[config.mk]
export PLATFORM = sky130hd
export DESIGN_NAME = keyboard_mouse_config
export DESIGN_NICKNAME = d
export VERILOG_FILES = /design/src/shared/kbm_pkg.sv /design/src/shared/pin_route_if.sv /design/src/logic/clk_rate_gen.sv /design/src/logic/pin_swap.sv /design/src/logic/keyboard_mouse_config.sv
export VERILOG_INCLUDE_DIRS = /design/src /design/src/shared
export SDC_FILE = /design/constraint.sdc
export NUM_CORES = 1
export LEC_CHECK = 0
export CAP_MARGIN = 20
export CORE_ASPECT_RATIO = 1.75
export CORE_MARGIN = 4
export CORE_UTILIZATION = 40
export DETAILED_ROUTE_END_ITERATION = 7
export DONT_BUFFER_PORTS = 1
export GPL_TIMING_DRIVEN = 0
export PLACE_DENSITY_LB_ADDON = 0.2
export REMOVE_ABC_BUFFERS = 1
export SLEW_MARGIN = 10
export SYNTH_ARGS = -nofsm -noshare
export SYNTH_HDL_FRONTEND = slang
export SYNTH_SLANG_ARGS = --single-unit
export TNS_END_PERCENT = 20
[constraint.sdc]
create_clock -name clk -period 3.24 [get_ports clk]
set_clock_uncertainty 0.05 [all_clocks]
set_input_delay 0.648 -clock clk [delete_from_list [all_inputs] [get_ports clk]]
set_output_delay 0.648 -clock clk [all_outputs]
set_load 0.1 [all_outputs]
[src/shared/kbm_cfg.svh]
// register indices, field positions, reset values and rates of the input controller config
`ifndef KBM_CFG_SVH
`define KBM_CFG_SVH
// register indices
`define IDX_ACT        8'h30
`define IDX_DATA_HI    8'h60
`define IDX_DATA_LO    8'h61
`define IDX_CMD_HI     8'h62
`define IDX_CMD_LO     8'h63
`define IDX_IRQ_NUM    8'h70
`define IDX_IRQ_TYPE   8'h71
`define IDX_NODMA_A    8'h74
`define IDX_NODMA_B    8'h75
`define IDX_CTRL_CFG   8'hf0
// field positions
`define ACT_BIT        0
`define CFG_CLK_MSB    7
`define CFG_CLK_LSB    6
`define CFG_SWAP_BIT   3
`define CFG_FLOAT_BIT  0
// reset values
`define RST_MOUSE_ACT  1'b0
`define RST_KBD_ACT    1'b1
`define RST_DATA_HI    3'h0
`define RST_DATA_LO    5'h0c
`define RST_CMD_HI     3'h0
`define RST_CMD_LO     5'h0c
`define CMD_LO_FIXED   3'h4
`define RST_MOUSE_IRQ  8'h0c
`define RST_KBD_IRQ    8'h01
`define RST_IRQ_TYPE   2'h2
`define NODMA_VAL      8'h04
`define RST_CLK_SEL    2'h1
`define RST_CFG        8'h40
// clock rates in MHz
`define SYS_CLK_MHZ    5'd20
`define RATE_8_MHZ     5'd8
`define RATE_12_MHZ    5'd12
`define RATE_16_MHZ    5'd16
`endif

[src/shared/kbm_pkg.sv]
// types of the input controller configuration bank
package kbm_pkg;
  typedef enum logic [1:0] {CLK_8, CLK_12, CLK_16, CLK_RSVD} ctrlClkSel_t;
  typedef enum logic {BANK_MOUSE, BANK_KBD} bank_t;
  typedef struct packed {
    logic        mouseAct;
    logic        kbdAct;
    logic [2:0]  dataHi;
    logic [4:0]  dataLo;
    logic [2:0]  cmdHi;
    logic [4:0]  cmdLo;
    logic [7:0]  mouseIrqNum;
    logic [7:0]  kbdIrqNum;
    logic [1:0]  mouseIrqType;
    logic [1:0]  kbdIrqType;
    ctrlClkSel_t clkSel;
    logic        swap;
    logic        floatIdle;
    logic [7:0]  rdata;
    logic        kbdIrq;
    logic        mouseIrq;
    logic        untouched;
  } regState_t;
  typedef struct packed {
    logic [4:0] acc;
    logic       tick;
  } rateState_t;
  typedef struct packed {
    logic kbdClkOeN;
    logic kbdDatOeN;
    logic auxClkOeN;
    logic auxDatOeN;
    logic kbdClkIn;
    logic kbdDatIn;
    logic mouseClkIn;
    logic mouseDatIn;
  } pinState_t;
endpackage

[src/shared/pin_route_if.sv]
// channel-to-pin routing signals between config bank and pin router
`timescale 1ns/1ns
interface pin_route_if;
  logic kbdClkLow;
  logic kbdDatLow;
  logic mouseClkLow;
  logic mouseDatLow;
  logic kbdClkIn;
  logic kbdDatIn;
  logic mouseClkIn;
  logic mouseDatIn;
  logic swap;
  logic floatKbdPins;
  logic floatAuxPins;
  modport cfg (
    output kbdClkLow, kbdDatLow, mouseClkLow, mouseDatLow,
    output swap, floatKbdPins, floatAuxPins,
    input  kbdClkIn, kbdDatIn, mouseClkIn, mouseDatIn
  );
  modport route (
    input  kbdClkLow, kbdDatLow, mouseClkLow, mouseDatLow,
    input  swap, floatKbdPins, floatAuxPins,
    output kbdClkIn, kbdDatIn, mouseClkIn, mouseDatIn
  );
endinterface

[src/logic/clk_rate_gen.sv]
// controller clock-rate enable from the 20 MHz system clock
`timescale 1ns/1ns
`include "kbm_cfg.svh"
module clk_rate_gen (
  // clock and reset
  input  wire logic                clk,
  input  wire logic                rst_n,
  // rate select and enable out
  input  wire kbm_pkg::ctrlClkSel_t sel,
  output logic                     tick
);
  import kbm_pkg::*;

  rateState_t state_ff;
  rateState_t nxt_state;
  logic [4:0] step;
  logic [5:0] sum;

  // ----------------------------------------
  // fractional accumulator
  // ----------------------------------------
  // rate per select
  always_comb begin
    case (sel)
      CLK_8:   step = `RATE_8_MHZ;
      CLK_12:  step = `RATE_12_MHZ;
      CLK_16:  step = `RATE_16_MHZ;
      default: step = 5'h00;
    endcase
    sum = {1'b0, state_ff.acc} + {1'b0, step};
    nxt_state = state_ff;
    nxt_state.tick = 1'b0;
    if (sum >= {1'b0, `SYS_CLK_MHZ}) begin
      nxt_state.acc  = 5'(sum - {1'b0, `SYS_CLK_MHZ});
      nxt_state.tick = 1'b1;
    end else begin
      nxt_state.acc = sum[4:0];
    end
  end

  always_ff @(posedge clk or negedge rst_n) begin
    if (!rst_n) begin
      state_ff <= '0;
    end else begin
      state_ff <= nxt_state;
    end
  end

  assign tick = state_ff.tick;

  // ----------------------------------------
  // checks
  // ----------------------------------------
  logic [4:0] winCnt_ff;
  logic [4:0] tickCnt_ff;
  logic       selSame_ff;
  ctrlClkSel_t selLast_ff;
  always_ff @(posedge clk or negedge rst_n) begin
    if (!rst_n) begin
      winCnt_ff  <= 5'h00;
      tickCnt_ff <= 5'h00;
      selSame_ff <= 1'b0;
      selLast_ff <= CLK_8;
    end else begin
      selLast_ff <= sel;
      if (winCnt_ff == 5'h13) begin
        winCnt_ff  <= 5'h00;
        tickCnt_ff <= {4'h0, nxt_state.tick};
        selSame_ff <= 1'b1;
      end else begin
        winCnt_ff  <= winCnt_ff + 5'h01;
        tickCnt_ff <= tickCnt_ff + {4'h0, nxt_state.tick};
        selSame_ff <= selSame_ff & (sel == selLast_ff);
      end
    end
  end
endmodule

[src/logic/pin_swap.sv]
// routes keyboard and mouse channels onto the two open-drain pin pairs
`timescale 1ns/1ns
module pin_swap (
  // clock and reset
  input  wire logic  clk,
  input  wire logic  rst_n,
  // channel side
  pin_route_if.route rt,
  // keyboard pin pair
  input  wire logic  kbdClkPinIn,
  output logic       kbdClkPinOeN,
  input  wire logic  kbdDatPinIn,
  output logic       kbdDatPinOeN,
  // auxiliary pin pair
  input  wire logic  auxClkPinIn,
  output logic       auxClkPinOeN,
  input  wire logic  auxDatPinIn,
  output logic       auxDatPinOeN
);
  import kbm_pkg::*;

  pinState_t state_ff;
  pinState_t nxt_state;

  // ----------------------------------------
  // routing
  // ----------------------------------------
  always_comb begin
    nxt_state = state_ff;
    if (rt.swap) begin
      nxt_state.kbdClkOeN  = ~rt.mouseClkLow;
      nxt_state.kbdDatOeN  = ~rt.mouseDatLow;
      nxt_state.auxClkOeN  = ~rt.kbdClkLow;
      nxt_state.auxDatOeN  = ~rt.kbdDatLow;
      nxt_state.kbdClkIn   = auxClkPinIn;
      nxt_state.kbdDatIn   = auxDatPinIn;
      nxt_state.mouseClkIn = kbdClkPinIn;
      nxt_state.mouseDatIn = kbdDatPinIn;
    end else begin
      nxt_state.kbdClkOeN  = ~rt.kbdClkLow;
      nxt_state.kbdDatOeN  = ~rt.kbdDatLow;
      nxt_state.auxClkOeN  = ~rt.mouseClkLow;
      nxt_state.auxDatOeN  = ~rt.mouseDatLow;
      nxt_state.kbdClkIn   = kbdClkPinIn;
      nxt_state.kbdDatIn   = kbdDatPinIn;
      nxt_state.mouseClkIn = auxClkPinIn;
      nxt_state.mouseDatIn = auxDatPinIn;
    end
    if (rt.floatKbdPins) begin
      nxt_state.kbdClkOeN = 1'b1;
      nxt_state.kbdDatOeN = 1'b1;
    end
    if (rt.floatAuxPins) begin
      nxt_state.auxClkOeN = 1'b1;
      nxt_state.auxDatOeN = 1'b1;
    end
  end

  always_ff @(posedge clk or negedge rst_n) begin
    if (!rst_n) begin
      state_ff <= '1;
    end else begin
      state_ff <= nxt_state;
    end
  end

  assign kbdClkPinOeN  = state_ff.kbdClkOeN;
  assign kbdDatPinOeN  = state_ff.kbdDatOeN;
  assign auxClkPinOeN  = state_ff.auxClkOeN;
  assign auxDatPinOeN  = state_ff.auxDatOeN;
  assign rt.kbdClkIn   = state_ff.kbdClkIn;
  assign rt.kbdDatIn   = state_ff.kbdDatIn;
  assign rt.mouseClkIn = state_ff.mouseClkIn;
  assign rt.mouseDatIn = state_ff.mouseDatIn;
endmodule

[src/logic/keyboard_mouse_config.sv]
// configuration bank of the embedded input controller: keyboard and mouse devices
//
// Implementation choice: the address-and-strobe port.
`timescale 1ns/1ns
`include "kbm_cfg.svh"
module keyboard_mouse_config (
  // clock and reset
  input  wire logic           clk,
  input  wire logic           rst_n,
  // register port
  input  wire logic [7:0]     regAddr,
  input  wire kbm_pkg::bank_t regBank,
  input  wire logic [7:0]     regWdata,
  input  wire logic           regWr,
  input  wire logic           regRd,
  output logic [7:0]          regRdata,
  // global qualifier
  input  wire logic           globalEnable,
  // controller channel side
  input  wire logic           kbdClkLow,
  input  wire logic           kbdDatLow,
  input  wire logic           mouseClkLow,
  input  wire logic           mouseDatLow,
  output logic                kbdClkIn,
  output logic                kbdDatIn,
  output logic                mouseClkIn,
  output logic                mouseDatIn,
  output logic                ctrlClkEn,
  // interrupt requests and routing
  input  wire logic           kbdIrqReq,
  input  wire logic           mouseIrqReq,
  output logic                kbdIrq,
  output logic                mouseIrq,
  output logic [7:0]          kbdIrqNum,
  output logic [7:0]          mouseIrqNum,
  output logic [1:0]          kbdIrqType,
  output logic [1:0]          mouseIrqType,
  // decoded host addresses
  output logic [15:0]         kbdDataBase,
  output logic [15:0]         kbdCmdBase,
  // keyboard pin pair
  input  wire logic           kbdClkPinIn,
  output logic                kbdClkPinOut,
  output logic                kbdClkPinOeN,
  input  wire logic           kbdDatPinIn,
  output logic                kbdDatPinOut,
  output logic                kbdDatPinOeN,
  // auxiliary pin pair
  input  wire logic           auxClkPinIn,
  output logic                auxClkPinOut,
  output logic                auxClkPinOeN,
  input  wire logic           auxDatPinIn,
  output logic                auxDatPinOut,
  output logic                auxDatPinOeN
);
  import kbm_pkg::*;

  regState_t   state_ff;
  regState_t   nxt_state;
  logic [7:0]  rdVal;
  logic [7:0]  cfgByte;
  logic        mouseLive;
  logic        kbdLive;
  pin_route_if rt ();

  // ----------------------------------------
  // device activity
  // ----------------------------------------
  // global qualifier
  assign mouseLive = state_ff.mouseAct & globalEnable;
  assign kbdLive   = state_ff.kbdAct & globalEnable;

  assign cfgByte = {state_ff.clkSel, 2'b00, state_ff.swap, 2'b00, state_ff.floatIdle};

  // ----------------------------------------
  // read decode
  // ----------------------------------------
  always_comb begin
    rdVal = 8'h00;
    if (regBank == BANK_MOUSE) begin
      case (regAddr)
        `IDX_ACT:      rdVal = {7'h00, state_ff.mouseAct};
        `IDX_IRQ_NUM:  rdVal = state_ff.mouseIrqNum;
        `IDX_IRQ_TYPE: rdVal = {6'h00, state_ff.mouseIrqType};
        `IDX_NODMA_A:  rdVal = `NODMA_VAL;
        `IDX_NODMA_B:  rdVal = `NODMA_VAL;
        default:       rdVal = 8'h00;
      endcase
    end else begin
      case (regAddr)
        `IDX_ACT:      rdVal = {7'h00, state_ff.kbdAct};
        `IDX_DATA_HI:  rdVal = {5'h00, state_ff.dataHi};
        `IDX_DATA_LO:  rdVal = {state_ff.dataLo, 3'h0};
        `IDX_CMD_HI:   rdVal = {5'h00, state_ff.cmdHi};
        `IDX_CMD_LO:   rdVal = {state_ff.cmdLo, `CMD_LO_FIXED};
        `IDX_IRQ_NUM:  rdVal = state_ff.kbdIrqNum;
        `IDX_IRQ_TYPE: rdVal = {6'h00, state_ff.kbdIrqType};
        `IDX_NODMA_A:  rdVal = `NODMA_VAL;
        `IDX_NODMA_B:  rdVal = `NODMA_VAL;
        `IDX_CTRL_CFG: rdVal = cfgByte;
        default:       rdVal = 8'h00;
      endcase
    end
  end

  // ----------------------------------------
  // next state
  // ----------------------------------------
  always_comb begin
    nxt_state = state_ff;
    nxt_state.rdata = 8'h00;
    if (regRd) begin
      nxt_state.rdata = rdVal;
    end
    if (regWr) begin
      nxt_state.untouched = 1'b0;
    end
    if (regWr && regBank == BANK_MOUSE) begin
      case (regAddr)
        `IDX_ACT:      nxt_state.mouseAct = regWdata[`ACT_BIT];
        `IDX_IRQ_NUM:  nxt_state.mouseIrqNum = regWdata;
        `IDX_IRQ_TYPE: nxt_state.mouseIrqType = regWdata[1:0];
        default:       nxt_state.mouseIrqType = state_ff.mouseIrqType;
      endcase
    end
    if (regWr && regBank == BANK_KBD) begin
      case (regAddr)
        `IDX_ACT:      nxt_state.kbdAct = regWdata[`ACT_BIT];
        `IDX_DATA_HI:  nxt_state.dataHi = regWdata[2:0];
        `IDX_DATA_LO:  nxt_state.dataLo = regWdata[7:3];
        `IDX_CMD_HI:   nxt_state.cmdHi = regWdata[2:0];
        `IDX_CMD_LO:   nxt_state.cmdLo = regWdata[7:3];
        `IDX_IRQ_NUM:  nxt_state.kbdIrqNum = regWdata;
        `IDX_IRQ_TYPE: nxt_state.kbdIrqType = regWdata[1:0];
        `IDX_CTRL_CFG: begin
          nxt_state.clkSel    = ctrlClkSel_t'(regWdata[`CFG_CLK_MSB:`CFG_CLK_LSB]);
          nxt_state.swap      = regWdata[`CFG_SWAP_BIT];
          nxt_state.floatIdle = regWdata[`CFG_FLOAT_BIT];
        end
        default:       nxt_state.kbdAct = state_ff.kbdAct;
      endcase
    end
    nxt_state.mouseIrq = mouseIrqReq & mouseLive;
    nxt_state.kbdIrq   = kbdIrqReq & kbdLive;
  end

  // ----------------------------------------
  // state register
  // ----------------------------------------
  // reset values
  always_ff @(posedge clk or negedge rst_n) begin
    if (!rst_n) begin
      state_ff.mouseAct     <= `RST_MOUSE_ACT;
      state_ff.kbdAct       <= `RST_KBD_ACT;
      state_ff.dataHi       <= `RST_DATA_HI;
      state_ff.dataLo       <= `RST_DATA_LO;
      state_ff.cmdHi        <= `RST_CMD_HI;
      state_ff.cmdLo        <= `RST_CMD_LO;
      state_ff.mouseIrqNum  <= `RST_MOUSE_IRQ;
      state_ff.kbdIrqNum    <= `RST_KBD_IRQ;
      state_ff.mouseIrqType <= `RST_IRQ_TYPE;
      state_ff.kbdIrqType   <= `RST_IRQ_TYPE;
      state_ff.clkSel       <= CLK_12;
      state_ff.swap         <= 1'b0;
      state_ff.floatIdle    <= 1'b0;
      state_ff.rdata        <= 8'h00;
      state_ff.kbdIrq       <= 1'b0;
      state_ff.mouseIrq     <= 1'b0;
      state_ff.untouched    <= 1'b1;
    end else begin
      state_ff <= nxt_state;
    end
  end

  // ----------------------------------------
  // outputs
  // ----------------------------------------
  assign regRdata     = state_ff.rdata;
  assign kbdIrq       = state_ff.kbdIrq;
  assign mouseIrq     = state_ff.mouseIrq;
  assign kbdIrqNum    = state_ff.kbdIrqNum;
  assign mouseIrqNum  = state_ff.mouseIrqNum;
  assign kbdIrqType   = state_ff.kbdIrqType;
  assign mouseIrqType = state_ff.mouseIrqType;
  assign kbdDataBase  = {5'h00, state_ff.dataHi, state_ff.dataLo, 3'h0};
  assign kbdCmdBase   = {5'h00, state_ff.cmdHi, state_ff.cmdLo, `CMD_LO_FIXED};
  assign kbdClkPinOut = 1'b0;
  assign kbdDatPinOut = 1'b0;
  assign auxClkPinOut = 1'b0;
  assign auxDatPinOut = 1'b0;

  // ----------------------------------------
  // pin routing
  // ----------------------------------------
  // channel lows not gated; aux pins float when floatIdle is set and the mouse is not live
  assign rt.mouseClkLow  = mouseClkLow;
  assign rt.mouseDatLow  = mouseDatLow;
  assign rt.kbdClkLow    = kbdClkLow;
  assign rt.kbdDatLow    = kbdDatLow;
  assign rt.swap         = state_ff.swap;
  assign rt.floatKbdPins = state_ff.floatIdle & ~kbdLive;
  assign rt.floatAuxPins = state_ff.floatIdle & ~mouseLive;
  assign kbdClkIn        = rt.kbdClkIn;
  assign kbdDatIn        = rt.kbdDatIn;
  assign mouseClkIn      = rt.mouseClkIn;
  assign mouseDatIn      = rt.mouseDatIn;

  pin_swap u_pins (
    .clk          (clk),
    .rst_n        (rst_n),
    .rt           (rt.route),
    .kbdClkPinIn  (kbdClkPinIn),
    .kbdClkPinOeN (kbdClkPinOeN),
    .kbdDatPinIn  (kbdDatPinIn),
    .kbdDatPinOeN (kbdDatPinOeN),
    .auxClkPinIn  (auxClkPinIn),
    .auxClkPinOeN (auxClkPinOeN),
    .auxDatPinIn  (auxDatPinIn),
    .auxDatPinOeN (auxDatPinOeN)
  );

  // ----------------------------------------
  // controller clock rate
  // ----------------------------------------
  clk_rate_gen u_rate (
    .clk   (clk),
    .rst_n (rst_n),
    .sel   (state_ff.clkSel),
    .tick  (ctrlClkEn)
  );
endmodule

==> results.md <==
- Run status: finished, final reports clean
- First DRT Iteration DRCs: 58
- Slew Viols, Final: 0
- Final Wtd Congestion: approximately 0.8
- Tcrit/Tclk final: 90.87%
- Initial Util: 40.92%
- Total CTS buffers: 9
- Vias per inst: 5.099
- CP Launch Type: flip-flop
- Slowest CP cell: dfstp_2
- Initial antenna violation count: 0
- Port bufs: 0
- DR pass1 iterations: 4
- Layout cells sized above 1: around a third
- Psw: 0.7915 mW
- Final antenna-violating net count: 0
- Largest net degree at the start of global routing: 46
- Synth Cell Area: 3525 µm²
- Die W: 78.96 µm
- FF+latch area: 1625 µm²
- Worst-path clk slew: ~50 ps
- Die Y: between 100 and 150 µm
- Final hold violation count: 0
- #FFs+latches synth: 64
- Fill count: 833
- Worst Tran Pin Value: 973.2 ps
- Req. time, crit path: about 3400 ps
- Max cap viols: 0
- DRC: 0
- Clk pwr share: 40.5%
- Dpl cells: between 300 and 400
- First-pass GRT wire length: between 10000 and 15000 µm
- H-tree Lvls: 3
- I/O Pins: 107
- Footprint of the multi-input gates: 1405 µm²
- Min cycle time layout: 2944 ps
- Leak Pwr: 1.576 nW
- Critical path startpoint: cfgByte[6]$_DFFE_PN1P_
- Kind of end point of the critical path: flip-flop
- Crit path largest cell delay: around 550 ps
- Synth top area share: a little under a third
- Sequential share of power: between 40% and 50%
- Clk buf depth: 2
- Die ar.: 10440 µm²
- Final WL: 7889 µm
- Final Setup Violations: 0
- Most frequent cells in the layout: mux2_2, dfrtp_1, conb_1, dfstp_2, nand2_1
- Pwr per Cell Area: 680.9 nW/µm²
- Total Power: 2.407 mW
- Worst hold-check path type: primary input to asynchronous set/reset pin
- Synthesized area per cell: roughly 12 µm²
- Floorplan row count: 45
- Largest area contributor in the netlist: dfrtp_1
- Distinct cell type count after synthesis: 42
- Critical path class: flip-flop to flip-flop
- Asr flop ratio synth: 100.0%
- Unrepaired setup endpoints after global routing: no
- Max frequency: 339.7 MHz
- Grt total ovfl: 0
- Layout Nets: 300
- Vias in the first global route: 2118
- Worst relative slew slack: between 30% and 40%
- Antenna cells: 0
- Crit path buf inv count: 1
- Synth area leaders: dfrtp_1, mux2_2, dfstp_2
- Gr usage total: 15.88%
- Pint: 1.615 mW
- Setup TNS: 0 ps
- Crit Path Max Fanout: 5
- Area Overhead vs Synth: 0.2840%
- HPWL after DPL: 5809 µm
- Sw Ratio: around a third
- Top_reg_cell synth: dfrtp_1
- Worst vdd rail ir drop: around 0.00030 V
- Combinational share of power: about 14%
- Core box area: between 8000 and 9000 µm²
- Crit-path leading delay family: adder cells
- CP arrival: 3100 ps
- Cell count after synthesis: 304
- Post-synthesis sequential area ratio: 46.11%
- Vias: 1958
- Average wire per standard cell: between 20 and 25 µm
- Critical-path cell list: nor2b_1, ha_1, inv_1, fa_1, ha_1, nand2b_1, a221o_1, a221o_1, nor2b_1, xnor2_1
- Clk sinks: 64
- Post-CTS Setup Repair Bufs: 0
- Reg-to-Reg Start: cfgByte[6]$_DFFE_PN1P_
- Reg2Reg Setup Slack: ~300 ps
- CTS tree: yes
- Resize count post-CTS: 0
- Worst-Skew Late Latency: 320 ps
- Post-synth EDFFs: 0
- Ys Warns: 0
- Layout Cells excl Fill: 384
- Commonest non-fill, non-tap cell in the layout: mux2_2
- Root Driver: clkbuf_16
==> synthesized netlist by cell type, drive strengths merged, types with 3 or more instances <==
master  instances
mux2           50
dfrtp          45
nand2          17
a22oi           7
and3            7
a21oi           8
mux2i           7
ha              5
a311oi          5
dfstp          19
o21ai           3
nor3            5
nor2           15
inv             6
nand3           5
clkbuf          4
buf            68
==> registers in the layout, indices dropped and copies added, names as in the netlist, 2 cells and up <==
name / cells
state_ff: 2
mouseIrqType: 2
regRdata: 8
kbdCmdBase: 8
kbdIrqType: 2
kbdIrqNum: 8
cfgByte: 3
u_rate.state_ff: 3
mouseIrqNum: 8
kbdDataBase: 8
==> routing by layer <==
layer,global-route usage (%),wire (µm),up-vias
met4,6.501,157,0
met2,29.92,4588,65
met5,0,0,-
li1,-,-,895
met1,14.86,2569,988
met3,5.882,574,10
==> worst paths after layout <==
kind	end	depth (start not counted)
setup / recovery	u_rate.state_ff[5]$_DFF_PN0_	10
hold / removal	kbdIrqType[1]$_DFFE_PN1P_	0
setup reg to reg	u_rate.state_ff[5]$_DFF_PN0_	10
hold reg to reg	u_pins.kbdDatPinOeN$_DFF_PN1_	2
max in group asynchronous	regRdata[7]$_DFF_PN0_	1
min in group clk	regRdata[6]$_DFF_PN0_	1
==> power groups by stage <==
| stage | Combinational [mW] | Sequential [mW] | Clock [mW] |
|---|---|---|---|
| 2_1_floorplan | 0.296 | 1.09 | 0 |
| 3_3_place_gp | 0.325 | 1.10 | 0 |
| 3_5_place_dp | 0.333 | 1.10 | 0 |
| 6_report | 0.346 | 1.09 | 0.975 |
| 4_1_cts | 0.350 | 1.09 | 0.999 |
| 5_1_grt | 0.385 | 1.09 | 1.04 |
==> stage by stage <==
stage / hold slack (ps) / util, % / worst slack (ps) / area, µm²
global placement: 304.2 / 37.14 / 303.5 / 3199
detailed placement: 303.9 / 37.14 / 296.9 / 3199
finish: 115.1 / 41.03 / 295.8 / 3535
global route: 95.52 / 41.03 / 141.7 / 3535
floorplan: 302.4 / - / 465.6 / 3053
CTS: 102.1 / 41.03 / 282.4 / 3535
==> area by class of cell <==
class	count	area share (%)
clock buffers	11	7.150
well taps	117	4.142
multi-input cells	180	39.75
inverters	6	0.6372
flip-flops and latches	64	45.98
repair buffers	1	0.7788
clock inverters	5	1.558
==> kinds of logic after synthesis <==
family / count (synthesis) / synth area share, %
compound gates: 31 / 6.248
xor+xnor: 3 / 0.7456
fa+ha+maj: 6 / 2.343
buf+inv: 78 / 15.94
flops: 64 / 46.11
mux: 57 / 18.39
other cells: 2 / 0.2131
simple gates: 63 / 10.01
==> repair_timing <==
action / CTS / global route
hold endpoints to repair: 45 / 0
endpoints found under the setup margin: 0 / 0
hold buffers: 1 / 0
(Power assumes the default switching activity.)
